## src/inc/gcm_pkg.sv

```systemverilog
package gcm_pkg;

  ////////////////////////////////////////////////////////////////////////////
  // register access
  localparam logic [7:0] GCM_CMD_GENERAL_MASK = 8'h17; // command code of the register
  localparam logic [7:0] GCM_RESET_VALUE = 8'h80;      // value after reset

  // field positions
  localparam int GCM_BIT_IRQ_EN = 7;
  localparam int GCM_BIT_SPARE6 = 6;
  localparam int GCM_BIT_WIDE = 5;
  localparam int GCM_BIT_MPRIO = 4;
  localparam int GCM_BIT_CLS_CHG = 3;
  localparam int GCM_BIT_DET_CHG = 2;
  localparam int GCM_BIT_SPARE1 = 1;
  localparam int GCM_BIT_SPARE0 = 0;

  // channel layout
  localparam int GCM_CHANNELS = 8;
  localparam int GCM_GROUP_CH = 4;  // channels served by one register copy
  localparam int GCM_RESULT_W = 4;  // width of one detect or class result
  localparam int GCM_PRIO_W = 3;    // width of one multi-bit priority code

  // idle time the host keeps on the shutdown input before enabling multi-bit priority
  localparam int GCM_SHUTDOWN_IDLE_US = 200;
  localparam int GCM_CLK_MHZ = 200;
  localparam int GCM_SHUTDOWN_IDLE_CYC = GCM_SHUTDOWN_IDLE_US * GCM_CLK_MHZ;

  ////////////////////////////////////////////////////////////////////////////
  // register layout, msb first
  typedef struct packed {
    logic irq_output_enable;
    logic spare6;
    logic wide_access_select;
    logic multi_bit_priority_select;
    logic class_change_only;
    logic detect_change_only;
    logic spare1;
    logic spare0;
  } gcm_cfg_s;

  // one register access from the serial front end
  typedef struct packed {
    logic valid;
    logic write;
    logic address_lsb_pin;
    logic [7:0] cmd;
    logic [15:0] wdata;
  } gcm_req_s;

  // answer to one register access
  typedef struct packed {
    logic done;
    logic ack;
    logic [15:0] rdata;
  } gcm_rsp_s;

endpackage

```

## src/verilog/gcm_general_mask.sv

```systemverilog
`timescale 1ns/10ps
// Summary of operation
// RQ1 - enable bit low keeps interrupt pin inactive
// RQ2 - enable bit never stops event recording
// RQ3 - enable resets high; unmasked bits drive interrupt
// RQ4 - wide bit: 16-bit access, one address
// RQ5 - wide clear: two 8-bit four-channel devices
// RQ6 - priority bit picks 3-bit or 1-bit priority
// RQ7 - priority sources: 0x27/0x28 or 0x15
// RQ8 - class flag on change only when selected
// RQ9 - detect flag on change only when selected
// RQ10 - host idles shutdown input before enabling
// RQ11 - command 17h, one data byte, read/write
// RQ12 - low copy wide bit alone enables wide
// RQ13 - spare bits store value, no effect
module gcm_general_mask
  import gcm_pkg::*;
(
  input wire logic clk,
  input wire logic reset,
  input wire logic ce,
  input wire gcm_req_s req,
  output gcm_rsp_s rsp_r,
  input wire logic irq_pending_lo,
  input wire logic irq_pending_hi,
  output logic irq_n_r,
  input wire logic [GCM_CHANNELS-1:0] one_bit_priority,
  input wire logic [GCM_CHANNELS*GCM_PRIO_W-1:0] three_bit_priority,
  output logic [GCM_CHANNELS*GCM_PRIO_W-1:0] channel_priority_r,
  output logic multi_bit_priority_r,
  output logic wide_access_r,
  input wire logic [GCM_CHANNELS-1:0] detect_done,
  input wire logic [GCM_CHANNELS*GCM_RESULT_W-1:0] detect_result,
  input wire logic [GCM_CHANNELS-1:0] class_done,
  input wire logic [GCM_CHANNELS*GCM_RESULT_W-1:0] class_result,
  output logic [GCM_CHANNELS-1:0] detect_event_flag_set_r,
  output logic [GCM_CHANNELS-1:0] class_event_flag_set_r
);

  ////////////////////////////////////////////////////////////////////////////
  // register copies: one for channels 1-4, one for channels 5-8
  gcm_cfg_s cfg_lo_r;
  gcm_cfg_s cfg_hi_r;
  logic wide;        // current access layout
  logic hit;         // request names this register
  logic addr_ok;     // request arrives on a served address
  logic wr_lo;       // write lands in the low copy
  logic wr_hi;       // write lands in the high copy
  logic [15:0] rd_word;

  // choose the copy that governs a channel
  function automatic gcm_cfg_s cfg_of(input gcm_cfg_s lo, input gcm_cfg_s hi, input int ch);
    cfg_of = (ch < GCM_GROUP_CH) ? lo : hi;
  endfunction

  // the low copy alone decides the layout, so one write switches the whole device
  assign wide = cfg_lo_r.wide_access_select; // RQ12
  assign hit = req.valid && (req.cmd == GCM_CMD_GENERAL_MASK); // RQ11
  // in the wide layout only the even address answers
  assign addr_ok = !wide || !req.address_lsb_pin; // RQ4
  // wide writes fill both copies from one 16-bit word; narrow ones pick by address
  assign wr_lo = hit && req.write && addr_ok && (wide || !req.address_lsb_pin); // RQ4 RQ5
  assign wr_hi = hit && req.write && addr_ok && (wide || req.address_lsb_pin); // RQ4 RQ5

  // read word: low byte is channels 1-4, high byte channels 5-8 in the wide layout
  always_comb begin
    rd_word = 16'h0000;
    if (wide) begin
      rd_word = {cfg_hi_r, cfg_lo_r}; // RQ4
    end else if (req.address_lsb_pin) begin
      rd_word = {8'h00, cfg_hi_r}; // RQ5
    end else begin
      rd_word = {8'h00, cfg_lo_r}; // RQ5
    end
  end

  ////////////////////////////////////////////////////////////////////////////
  // register storage; every bit, spare ones included, reads back as written
  always_ff @(posedge clk) begin
    if (reset) begin
      cfg_lo_r <= GCM_RESET_VALUE; // RQ3 RQ5 RQ6 RQ13
      cfg_hi_r <= GCM_RESET_VALUE; // RQ3 RQ5 RQ6 RQ13
    end else if (ce) begin
      if (wr_lo) begin
        cfg_lo_r <= req.wdata[7:0]; // RQ11 RQ13
      end
      if (wr_hi) begin
        // the high copy comes from the upper byte only in the wide layout
        cfg_hi_r <= wide ? req.wdata[15:8] : req.wdata[7:0]; // RQ11 RQ13
      end
    end
  end

  // answer one cycle after the request; a foreign command or an odd wide address gets no ack
  always_ff @(posedge clk) begin
    if (reset) begin
      rsp_r <= '0;
    end else if (ce) begin
      rsp_r.done <= req.valid;
      rsp_r.ack <= hit && addr_ok; // RQ4 RQ11
      rsp_r.rdata <= (hit && addr_ok && !req.write) ? rd_word : 16'h0000;
    end
  end

  ////////////////////////////////////////////////////////////////////////////
  // interrupt pin, active low; each group's enable gates only that group
  always_ff @(posedge clk) begin
    if (reset) begin
      irq_n_r <= 1'b1;
    end else if (ce) begin
      irq_n_r <= !((cfg_lo_r.irq_output_enable && irq_pending_lo) ||
                   (cfg_hi_r.irq_output_enable && irq_pending_hi)); // RQ1 RQ3
    end
  end

  ////////////////////////////////////////////////////////////////////////////
  // layout and priority mode for the rest of the device
  // a 0 to 1 change of the priority mode assumes the host has idled the
  // shutdown input first; nothing here can resynchronise the decoder otherwise
  always_ff @(posedge clk) begin
    if (reset) begin
      wide_access_r <= 1'b0;
      multi_bit_priority_r <= 1'b0;
    end else if (ce) begin
      wide_access_r <= wide; // RQ4 RQ5
      multi_bit_priority_r <= cfg_lo_r.multi_bit_priority_select; // RQ6 RQ10
    end
  end

  // per channel priority: 3-bit code, or the single bit in the lsb
  always_ff @(posedge clk) begin
    if (reset) begin
      channel_priority_r <= '0;
    end else if (ce) begin
      for (int ch = 0; ch < GCM_CHANNELS; ch++) begin
        if (cfg_of(cfg_lo_r, cfg_hi_r, ch).multi_bit_priority_select) begin
          channel_priority_r[ch*GCM_PRIO_W +: GCM_PRIO_W] <=
            three_bit_priority[ch*GCM_PRIO_W +: GCM_PRIO_W]; // RQ6 RQ7
        end else begin
          channel_priority_r[ch*GCM_PRIO_W +: GCM_PRIO_W] <=
            {2'b00, one_bit_priority[ch]}; // RQ6 RQ7
        end
      end
    end
  end

  ////////////////////////////////////////////////////////////////////////////
  // event filtering; the interrupt enable is deliberately not an input here
  logic [GCM_CHANNELS-1:0] det_chg;
  logic [GCM_CHANNELS-1:0] cls_chg;

  // spread each copy's change-only bits over its channels
  always_comb begin
    det_chg = '0;
    cls_chg = '0;
    for (int ch = 0; ch < GCM_CHANNELS; ch++) begin
      det_chg[ch] = cfg_of(cfg_lo_r, cfg_hi_r, ch).detect_change_only; // RQ9
      cls_chg[ch] = cfg_of(cfg_lo_r, cfg_hi_r, ch).class_change_only; // RQ8
    end
  end

  // detection events, recorded whatever the interrupt enable says
  gcm_change_gate u_detect_gate (
    .clk(clk),
    .reset(reset),
    .ce(ce),
    .cycle_done(detect_done),
    .cycle_result(detect_result),
    .change_only(det_chg),
    .flag_set_r(detect_event_flag_set_r)
  ); // RQ2 RQ9

  // classification events, same treatment
  gcm_change_gate u_class_gate (
    .clk(clk),
    .reset(reset),
    .ce(ce),
    .cycle_done(class_done),
    .cycle_result(class_result),
    .change_only(cls_chg),
    .flag_set_r(class_event_flag_set_r)
  ); // RQ2 RQ8

endmodule

```

## src/verilog/gcm_change_gate.sv

```systemverilog
`timescale 1ns/10ps
module gcm_change_gate
  import gcm_pkg::*;
(
  input wire logic clk,
  input wire logic reset,
  input wire logic ce,
  input wire logic [GCM_CHANNELS-1:0] cycle_done,
  input wire logic [GCM_CHANNELS*GCM_RESULT_W-1:0] cycle_result,
  input wire logic [GCM_CHANNELS-1:0] change_only,
  output logic [GCM_CHANNELS-1:0] flag_set_r
);

  ////////////////////////////////////////////////////////////////////////////
  // one slice per channel: last result, and whether one has been seen yet
  genvar ch;
  generate
    for (ch = 0; ch < GCM_CHANNELS; ch = ch + 1) begin : g_ch
      logic [GCM_RESULT_W-1:0] prev_r; // result of the previous cycle
      logic seen_r;                    // a first result has been stored
      logic [GCM_RESULT_W-1:0] now_res;
      logic differs;
      logic set_r;                     // set request of this channel, one flop per slice

      assign now_res = cycle_result[ch*GCM_RESULT_W +: GCM_RESULT_W];
      // the very first result after reset counts as a change, there is nothing to compare
      assign differs = !seen_r || (now_res != prev_r);

      // remember each finished result
      always_ff @(posedge clk) begin
        if (reset) begin
          prev_r <= '0;
          seen_r <= 1'b0;
        end else if (ce && cycle_done[ch]) begin
          prev_r <= now_res;
          seen_r <= 1'b1;
        end
      end

      // set request: every cycle, or only on change when change_only is set
      // kept in a local flop so no two processes write the same output vector
      always_ff @(posedge clk) begin
        if (reset) begin
          set_r <= 1'b0;
        end else if (ce) begin
          set_r <= cycle_done[ch] && (!change_only[ch] || differs); // RQ8 RQ9
        end
      end

      assign flag_set_r[ch] = set_r;
    end
  endgenerate

endmodule

```

## config.mk

```make
export PLATFORM = sky130hd
export DESIGN_NAME = gcm_general_mask
export DESIGN_NICKNAME = d
export VERILOG_FILES = /design/src/inc/gcm_pkg.sv /design/src/verilog/gcm_general_mask.sv /design/src/verilog/gcm_change_gate.sv
export SDC_FILE = /design/constraint.sdc
export NUM_CORES = 1
export LEC_CHECK = 0
export BUFFER_PORTS_ARGS = -buffer_cell sky130_fd_sc_hd__buf_2
export CORE_ASPECT_RATIO = 0.7
export CORE_MARGIN = 2
export CORE_UTILIZATION = 46
export CTS_CLUSTER_DIAMETER = 150
export DETAILED_ROUTE_END_ITERATION = 16
export GPL_ROUTABILITY_DRIVEN = 0
export PLACE_DENSITY = 0.72
export REMOVE_ABC_BUFFERS = 1
export SETUP_SLACK_MARGIN = 0.02
export SYNTH_ARGS = -nofsm -noshare
export SYNTH_HDL_FRONTEND = slang
export SYNTH_SLANG_ARGS = --single-unit
```

## constraint.sdc

```tcl
create_clock -name clk -period 1.6 [get_ports clk]
set_clock_uncertainty 0.15 [all_clocks]
set_input_delay 0.32 -clock clk [delete_from_list [all_inputs] [get_ports clk]]
set_output_delay 0.32 -clock clk [all_outputs]
set_load 0.01 [all_outputs]
```

==> results of run 1 <==
[worst max-delay path by stage]
| stage | endpoint | slack, ns | cells past startpoint |
|---|---|---|---|
| after floorplan | rsp_r[0]$_SDFFE_PP0P_ | -0.49 | 4 |
| final | cfg_hi_r[5]$_SDFFE_PP0P_ | 0.04 | 5 |
| after detailed placement | rsp_r[0]$_SDFFE_PP0P_ | -0.25 | 6 |
| after global placement | rsp_r[15]$_SDFFE_PP0P_ | -0.19 | 6 |
| after CTS | cfg_hi_r[4]$_SDFFE_PP0P_ | 0.04 | 5 |
| after global routing | rsp_r[3]$_SDFFE_PP0P_ | -0.03 | 5 |
[cell usage in the layout, fill, tap and decap left out, drive strengths merged, types with 17 or more instances in the layout]
cell type  synthesis  layout
nand4             17      17
nand3             73      73
dfxtp            157     157
nor2              45      45
a21oi             98      98
mux2i             24      24
o21ai             33      33
xor2              48      48
buf               31     239
clkbuf            33      20
a211oi            24      24
nand2            108     108
nand2b            17      17
[tightest hold or removal path, delay by kind of cell]
family | cells | cell delay, ns
buf+inv | 1 | 0.08
simple gates | 1 | 0.08
compound gates | 1 | 0.05
[state kept, by name (all words and copies together), names as in the netlist, 7 cells and up]
register                   flops
u_detect_gate.g_ch.set_r       8
cfg_lo_r                       7
u_class_gate.g_ch.prev_r      32
channel_priority_r            24
u_class_gate.g_ch.seen_r       8
u_class_gate.g_ch.set_r        8
cfg_hi_r                       8
u_detect_gate.g_ch.prev_r     32
rsp_r                         18
u_detect_gate.g_ch.seen_r      8
[through the flow]
stage               total power (W)  utilization [%]  TNS [ns]
CTS                         0.00909             61.7         0
detailed placement          0.00506             56.3     -6.57
global route                0.00940             62.1   -0.0655
global placement            0.00506             56.3     -5.46
finish                      0.00902             62.1         0
floorplan                   0.00455                -    -12.22
[cell families after synthesis]
family / after synthesis
buffers and inverters: 66
multiplexers: 25
XOR/XNOR: 64
AO/OA/AOI/OAI: 173
flip-flops: 157
AND/OR/NAND/NOR: 291
[cell usage after synthesis, types with 2 or more instances]
master | instances | area, um^2
mux2i_1 | 24 | 240
a211oi_1 | 24 | 180
dfxtp_1 | 157 | 3140
o21ai_2 | 10 | 87.6
buf_2 | 8 | 40.0
nand4_1 | 16 | 100
or3_1 | 8 | 50.1
xnor2_1 | 16 | 140
nor2_1 | 45 | 169
and2_1 | 3 | 18.8
xor2_1 | 48 | 420
a21oi_1 | 98 | 490
clkbuf_1 | 32 | 120
buf_4 | 17 | 128
nand2_1 | 108 | 405
nand3_1 | 73 | 365
inv_1 | 2 | 7.51
o21ai_0 | 23 | 115
a22oi_1 | 16 | 120
buf_1 | 4 | 15.0
nand2b_1 | 17 | 106
nor4_1 | 16 | 100
[power by group]
part           leakage (nW)  switching, W  internal, W
clock network         0.287       0.00162      0.00240
registers              1.28     0.0000831      0.00405
logic                  2.10      0.000471     0.000405
[layout make-up]
type / instances / area (um^2)
Antenna cell: 1 / 2.50
Clock buffer: 20 / 457
Clock inverter: 12 / 138
Fill cell: 1245 / 5330
Inverter: 2 / 7.51
Multi-Input combinational cell: 553 / 3220
Sequential cell: 157 / 3150
Tap cell: 190 / 238
Timing Repair Buffer: 252 / 1520
[repair_timing]
action,CTS,global route
hold buffers,12,0
endpoints found under the hold margin,12,0
resized for setup,3,8
setup buffers,0,5
endpoints found under the setup margin,9,20
pin swaps,0,0
gates cloned,1,0
[per-layer routing]
metal / up-vias / part of all wire [%] / track usage, %
li1: 3113 / - / -
met1: 2763 / 49 / 30.9
met2: 206 / 43 / 32.7
met3: 17 / 7.1 / 5.41
met4: 0 / 1.1 / 4.63
met5: - / 0 / 0
==> impl_metrics.csv, run 1 <==
group,metric,value,unit
synthesis,yosys.area_share.simple,20.6,%
power_and_ir_drop,p_leak,3.67,nW
placed_design,pre_cts_slack,-0.254,ns
status,outcome,"finished, final reports clean",
detailed_routing,vias,6099,
floorplan,die_h,105,um
synthesis,synth_warnings,0,
job,cap_viol_max_count,0,
global_route,grt_max_degree,107,
floorplan,rows,36,
setup_path,cp.buffers_inverters,1,
synthesis,synth_top_family_by_area,"simple AND/OR/NAND/NOR gates",
detailed_routing,wl_per_cell,14.4,um
floorplan,num_io_pins,205,
synthesis,synthAdderAreaFrac,0,%
sta,period_needed,1.56,ns
detailed_routing,wirelength,17.1,mm
synthesis,syn-cell-area,6690,um^2
synthesis,ys_ff_latch,157,
synthesis,synth_xor_area_share,8.38,%
synthesis,async_reset_ff_share,0,%
hold_path,hold_depth,3,
sta,timing.final.crit_share,97.4,%
sta,max_freq,0.642,GHz
sta,tightest_slew,0.481,ns
cells_and_area,nNetsFinal,1127,
synthesis,synth_compound_area_share,15.1,%
synthesis,yosysUniqueCellTypes,33,
setup_path,path_max_fanout,14,
sta,whs,0.0138,ns
hold_path,hold_path_end,"channel_priority_r[7]$_SDFFE_PP0P_",
floorplan,dieArea,15500,um^2
sta,finalSetupViolCount,0,
setup_path,regToRegSetupSlack,0.04,ns
setup_path,path_delay_family,"simple AND/OR/NAND/NOR gates",
placed_design,io_buffers,204,
clock_tree,cts.clk_slew.worst_paths,0.06,ns
clock_tree,clockRootBuffer,"clkbuf_16",
sta,drv_slew,0,
global_route,grt_pass1_wl,27.4,mm
global_route,grt_pass1_vias,5604,
sta,hold_violations,0,
setup_path,r2r-end,"cfg_hi_r[5]$_SDFFE_PP0P_",
floorplan,core_area,14100,um^2
setup_path,crit_arrival,1.74,ns
global_route,grt.total_usage,21.5,%
setup_path,cp_cell_sequence,"nand2_2 -> nand4_4 -> buf_6 -> or3_1 -> a21oi_2",
setup_path,reg2reg_from,"wide$_SDFFE_PP0P_",
sta,slew_headroom,67.9,%
synthesis,synthCells,776,
power_and_ir_drop,power_density,1030,nW/um^2
clock_tree,clk_path_buf_depth,2,
global_route,grt_overflow,0,
setup_path,ff2ff_path_depth,5,
placed_design,place_area,7920,um^2
hold_path,hp-class,"primary input to register",
cells_and_area,drive_gt1_share,29.1,%
detailed_routing,route.detailed.drc,0,
setup_path,worstSetupEndpointType,"register",
clock_tree,cts.sinks,157,
power_and_ir_drop,ir_worst_vdd,0.000813,V
cells_and_area,fin_area,8730,um^2
setup_path,criticalPathCategory,"register to register",
setup_path,slowest_delay,0.39,ns
clock_tree,cts_buffers,17,
setup_path,crit_path_start,"wide$_SDFFE_PP0P_",
setup_path,crit_slowest_cell,"or3_1",
floorplan,initial_core_util,47.6,%
clock_tree,htreeDepth,4,
floorplan,die_w,148,um
hold_path,hp-start,"three_bit_priority[7]",
clock_tree,cts_tree,"yes",
detailed_routing,dr.pass1.iters,5,
detailed_routing,drt_iter0_markers,281,
clock_tree,clock_latency,0.41,ns
synthesis,synth_edf_count,0,
placed_design,dp_cells,1136,
detailed_routing,detail-route-antenna-nets,0,
cells_and_area,areaGrowthSynthToFinish,30.5,%
synthesis,muxShareOfSynthArea,3.76,%
synthesis,synthFlopType,"dfxtp_1",
synthesis,ys_seq_area_share,47.0,%
sta,rsz0062_at_grt,"true",
global_route,antenna_found_initial,1,
setup_path,cp.required,1.79,ns
placed_design,dp_hpwl,11.8,mm
setup_path,start_kind,"register",
detailed_routing,via_per_inst,5.14,
synthesis,syn_avg_cell_area,8.62,um^2
cells_and_area,instances_no_fill,1187,
sta,setup_slack,0.0412,ns
No activity file was read; power rests on OpenSTA's default activity.
==> run 2, diff against run 1 <==
Settings changed: CORE_UTILIZATION 46 to 55, PLACE_DENSITY 0.72 to 0.81.
Clock period 1.6 ns to 1.9 ns, I/O delays scaled along.
==> run 2 against run 1 <==
  * Final cell count down 5.6%
  * Setup slack better by 0.17 ns
  * Utilization up 8.7 points
  * Die area down 16%
  * Critical endpoint is now rsp_r[0]$_SDFFE_PP0P_
  * Largest power group unchanged
  * Highest routed layer unchanged
==> impl_metrics.csv, run 2 (synthesis results as in run 1) <==
group,metric,value,unit
global_route,grt_pass1_wl,25.2,mm
global_route,grt_pass1_vias,5189,
setup_path,crit_slowest_cell,"dfxtp_1",
cells_and_area,final_common_cell,"buf_2",
cells_and_area,drive_gt1_share,27.5,%
clock_tree,cts.clk_slew.worst_paths,0.06,ns
sta,timing.final.crit_share,89.1,%
placed_design,dp_hpwl,11.4,mm
hold_path,hp-class,"primary input to register",
clock_tree,clk_path_buf_depth,2,
setup_path,path_max_fanout,14,
cells_and_area,final_cell_mix,"buf_2 (202), dfxtp_1 (157), nand2_1 (108)",
detailed_routing,route.detailed.drc,0,
floorplan,num_io_pins,205,
detailed_routing,wirelength,16.0,mm
sta,max_freq,0.591,GHz
power_and_ir_drop,p_leak,3.51,nW
global_route,grt_max_degree,108,
power_and_ir_drop,ir_worst_vdd,0.000631,V
detailed_routing,detail-route-antenna-nets,0,
floorplan,initial_core_util,56.9,%
setup_path,regToRegSetupSlack,0.21,ns
global_route,antenna_found_initial,0,
floorplan,die_h,96.3,um
power_and_ir_drop,power_density,899,nW/um^2
cells_and_area,fillers,985,
floorplan,dieArea,13100,um^2
sta,slew_headroom,69.7,%
clock_tree,cts_tree,"yes",
cells_and_area,areaGrowthSynthToFinish,24.5,%
detailed_routing,via_per_inst,5.41,
power_and_ir_drop,total_power,0.00749,W
clock_tree,clockRootBuffer,"clkbuf_16",
detailed_routing,drt_iter0_markers,335,
clock_tree,cts_buffers,17,
detailed_routing,wl_per_cell,14.3,um
status,outcome,"finished, final reports clean",
sta,whs,0.0441,ns
setup_path,criticalPathCategory,"register to register",
clock_tree,htreeDepth,4,
floorplan,core_area,11800,um^2
clock_tree,cts_setup_buffers,0,
job,cap_viol_max_count,0,
sta,period_needed,1.69,ns
detailed_routing,vias,6058,
setup_path,start_kind,"register",
setup_path,critPathMostFrequentCell,"buf_4",
detailed_routing,dr.pass1.iters,5,
clock_tree,clock_latency,0.42,ns
cells_and_area,largestRegisters,"u_class_gate.g_ch.prev_r (32), u_detect_gate.g_ch.prev_r (32), channel_priority_r (24)",
floorplan,rows,33,
setup_path,cp.required,2.05,ns
sta,tightest_slew,0.454,ns
global_route,grt_overflow,0,
clock_tree,hold_buffers,0,
placed_design,io_buffers,204,
setup_path,cp_cell_sequence,"buf_4 -> nand2b_1 -> buf_4 -> mux2i_1 -> o21ai_0",
setup_path,slowest_delay,0.46,ns
cells_and_area,n_antenna_cell,0,
sta,hold_violations,0,
floorplan,die_w,136,um
setup_path,worstSetupEndpointType,"register",
sta,rsz0062_at_grt,"false",
global_route,grt.total_usage,24.3,%
sta,drv_slew,0,
cells_and_area,nNetsFinal,1094,
sta,finalSetupViolCount,0,
setup_path,crit_arrival,1.85,ns
clock_tree,cts.sinks,157,
[run 2: cell count changes in the layout (fill, tap and decap cells not counted), moves of 3 or more]
| cell | previous run | this run |
|---|---|---|
| buf_4 | 29 | 12 |
| inv_8 | 0 | 3 |
| dlygate4sd3_1 | 12 | 0 |
| o21ai_1 | 3 | 0 |
| o21ai_0 | 20 | 23 |
| inv_6 | 2 | 5 |
| a21oi_1 | 95 | 98 |
| a21oi_2 | 3 | 0 |
[run 2: path summary, 6_finish.rpt]
check | endpoint | from | cells past startpoint
setup / recovery | rsp_r[0]$_SDFFE_PP0P_ | wide$_SDFFE_PP0P_ | 5
hold / removal | channel_priority_r[14]$_SDFFE_PP0P_ | three_bit_priority[14] | 3
setup reg to reg | rsp_r[0]$_SDFFE_PP0P_ | wide$_SDFFE_PP0P_ | 5
hold reg to reg | rsp_r[15]$_SDFFE_PP0P_ | rsp_r[15]$_SDFFE_PP0P_ | 2
[run 2: final cells by class]
type | count | area [um^2] | area share [%]
clock inverters | 15 | 153 | 1.83
repair buffers | 219 | 1200 | 14.4
clock buffers | 17 | 425 | 5.11
inverters | 2 | 7.51 | 0.0901
well taps | 157 | 196 | 2.36
flip-flops and latches | 157 | 3140 | 37.7
multi-input cells | 553 | 3200 | 38.4
[run 2: metrics by stage]
step	std cells	worst slack (ns)	utilization (%)	area [um^2]	TNS, ns
4_1_cts	1120	0.148	70.8	8330	0
2_1_floorplan	712	-0.189	-	6350	-2.84
5_1_grt	1120	0.0783	70.8	8330	0
3_5_place_dp	1088	0.0381	65.8	7750	0
6_report	1120	0.207	70.8	8330	0
3_3_place_gp	1088	0.0712	65.8	7750	0
[run 2: routing by layer]
metal / vias up / share of wire (%) / wire (um) / track usage (%)
li1: 3063 / - / - / -
met1: 2768 / 48 / 7620 / 34.3
met2: 207 / 44 / 7000 / 37.1
met3: 20 / 7.0 / 1130 / 5.95
met4: 0 / 1.4 / 229 / 7.12
met5: - / 0 / 0 / 0
[run 2: timing repair]
action,CTS,global route
setup endpoints to repair,0,7
endpoints found under the hold margin,0,0
resized for setup,0,1
[run 2: worst max-delay path: cells and delay by family, from the launching register on]
kind / cells / cell delay (ns)
compound gates: 1 / 0.09
buf+inv: 2 / 0.48
flops: 1 / 0.46
mux: 1 / 0.23
simple gates: 1 / 0.17
[run 2: report_power, final]
group          internal [W]  switching, W  total, W
sequential          0.00341     0.0000694   0.00348
combinational      0.000307      0.000389  0.000695
clock               0.00185       0.00146   0.00331
==> run 3, diff against run 2 <==
Settings changed: CORE_UTILIZATION 55 to 46, PLACE_DENSITY 0.81 to 0.72, SETUP_SLACK_MARGIN 0.02 to 0.15.
Clock period 1.9 ns to 1.5 ns, I/O delays scaled along.
==> run 3 against run 2 <==
  * Clock power increased by 27%
  * Register-to-register slack lost 0.19 ns
  * Final cell count increased by 11%
  * Worst hold slack worse by 0.030 ns
  * First-iteration DRC count grew 1.5%
  * Final area rose by 19%
  * Combinational power grew 70%
==> impl_metrics.csv, run 3 (synthesis results as in run 1) <==
group,metric,value,unit
detailed_routing,wl_per_cell,15.9,um
cells_and_area,instances_no_fill,1242,
clock_tree,clock_latency,0.43,ns
clock_tree,clk_path_buf_depth,2,
detailed_routing,detail-route-antenna-nets,0,
detailed_routing,dr.pass1.iters,6,
setup_path,worstSetupEndpointType,"register",
cells_and_area,fin_area,9940,um^2
power_and_ir_drop,ir_worst_vdd,0.000852,V
sta,hold_violations,0,
global_route,grt.total_usage,23.7,%
placed_design,dp_cells,1141,
cells_and_area,drive_gt1_share,38.8,%
cells_and_area,postLayoutCoreUtil,70.7,%
cells_and_area,n_antenna_cell,0,
power_and_ir_drop,power_density,989,nW/um^2
clock_tree,cts.sinks,157,
power_and_ir_drop,p_leak,4.14,nW
placed_design,io_buffers,204,
status,outcome,"finished, final reports clean",
floorplan,rows,36,
sta,drv_slew,0,
hold_path,hp-class,"primary input to register",
cells_and_area,final_common_cell,"buf_2",
cells_and_area,final_cell_mix,"buf_2 (154), nand2_1 (106), dfxtp_1 (91)",
placed_design,dp_hpwl,12.4,mm
detailed_routing,drt_iter0_markers,340,
global_route,antenna_found_initial,1,
global_route,grt_overflow,0,
placed_design,place_area,7970,um^2
setup_path,start_kind,"register",
sta,slew_headroom,79.5,%
floorplan,dieArea,15500,um^2
sta,rsz0062_at_grt,"true",
cells_and_area,largestRegisters,"u_class_gate.g_ch.prev_r (32), u_detect_gate.g_ch.prev_r (32), channel_priority_r (24)",
detailed_routing,vias,6574,
sta,period_needed,1.48,ns
setup_path,criticalPathCategory,"register to register",
sta,finalSetupTns,0,ns
global_route,grt_pass1_vias,6132,
detailed_routing,route.detailed.drc,0,
sta,timing.final.crit_share,98.9,%
cells_and_area,areaGrowthSynthToFinish,48.6,%
setup_path,crit_arrival,1.69,ns
sta,tightest_slew,0.305,ns
global_route,grt_max_degree,57,
clock_tree,htreeDepth,4,
sta,finalSetupViolCount,0,
setup_path,path_max_fanout,7,
clock_tree,cts_tree,"yes",
floorplan,die_w,148,um
floorplan,die_h,105,um
detailed_routing,wirelength,19.8,mm
global_route,grt_pass1_wl,29.8,mm
clock_tree,cts.clk_slew.worst_paths,0.06,ns
clock_tree,clockRootBuffer,"clkbuf_16",
floorplan,num_io_pins,205,
floorplan,core_area,14100,um^2
detailed_routing,via_per_inst,5.29,
sta,max_freq,0.674,GHz
cells_and_area,nNetsFinal,1185,
clock_tree,cts_buffers,17,
power_and_ir_drop,total_power,0.00983,W
job,cap_viol_max_count,0,
setup_path,cp.required,1.71,ns
floorplan,initial_core_util,47.6,%
[run 3: timing repair]
action	in CTS	in global routing
setup buffers	4	7
endpoints found under the setup margin	83	100
hold endpoints to repair	57	0
hold buffers	57	0
cloned	2	1
gates resized for setup	91	118
pin swaps	5	50
[run 3: through the flow]
| stage | setup WS, ns | hold WS [ns] |
|---|---|---|
| after global placement | -0.268 | 0.279 |
| after global routing | -0.0279 | 0.000606 |
| after floorplan | -0.589 | 0.219 |
| after detailed placement | -0.328 | 0.286 |
| after CTS | 0.0319 | 0.000192 |
| final | 0.0158 | 0.0143 |
[run 3: per-layer routing]
metal / global-route usage, % / share of wire [%] / vias up
li1: - / - / 3226
met1: 32.6 / 44 / 3088
met2: 36.2 / 47 / 225
met3: 5.37 / 6.7 / 35
met4: 9.05 / 1.8 / 0
met5: 0 / 0 / -
[run 3: cell type report]
type | instances | area, um^2
Clock buffer | 19 | 453
Tap cell | 190 | 238
Inverter | 2 | 7.51
Timing Repair Buffer | 310 | 2440
Clock inverter | 11 | 120
Sequential cell | 157 | 3230
Fill cell | 1061 | 4110
Multi-Input combinational cell | 553 | 3450
[run 3: where the power goes]
part           internal (W)  switching (W)  total, W  leakage (nW)
clock network       0.00251        0.00172   0.00422         0.276
registers           0.00433       0.000100   0.00443          1.31
logic              0.000601       0.000582   0.00118          2.55
total               0.00744        0.00240   0.00983          4.14
[run 3: final timing paths]
path,cells past startpoint,slack (ns),startpoint,end
worst min-delay path,3,0.01,detect_result[0],u_detect_gate.g_ch[0].prev_r[0]$_SDFFE_PP0P_
worst min register to register,2,0.29,rsp_r[8]$_SDFFE_PP0P_,rsp_r[8]$_SDFFE_PP0P_
worst max register to register,5,0.02,wide$_SDFFE_PP0P_,cfg_hi_r[0]$_SDFFE_PP0P_
worst max-delay path,5,0.02,wide$_SDFFE_PP0P_,cfg_hi_r[0]$_SDFFE_PP0P_
[run 3: worst max-delay path, cell delays in order (launching register included)]
cell and delay (ns):
dfxtp_2 0.36, buf_6 0.15, o21ai_4 0.09, buf_6 0.14
or3_4 0.38, a21oi_2 0.14
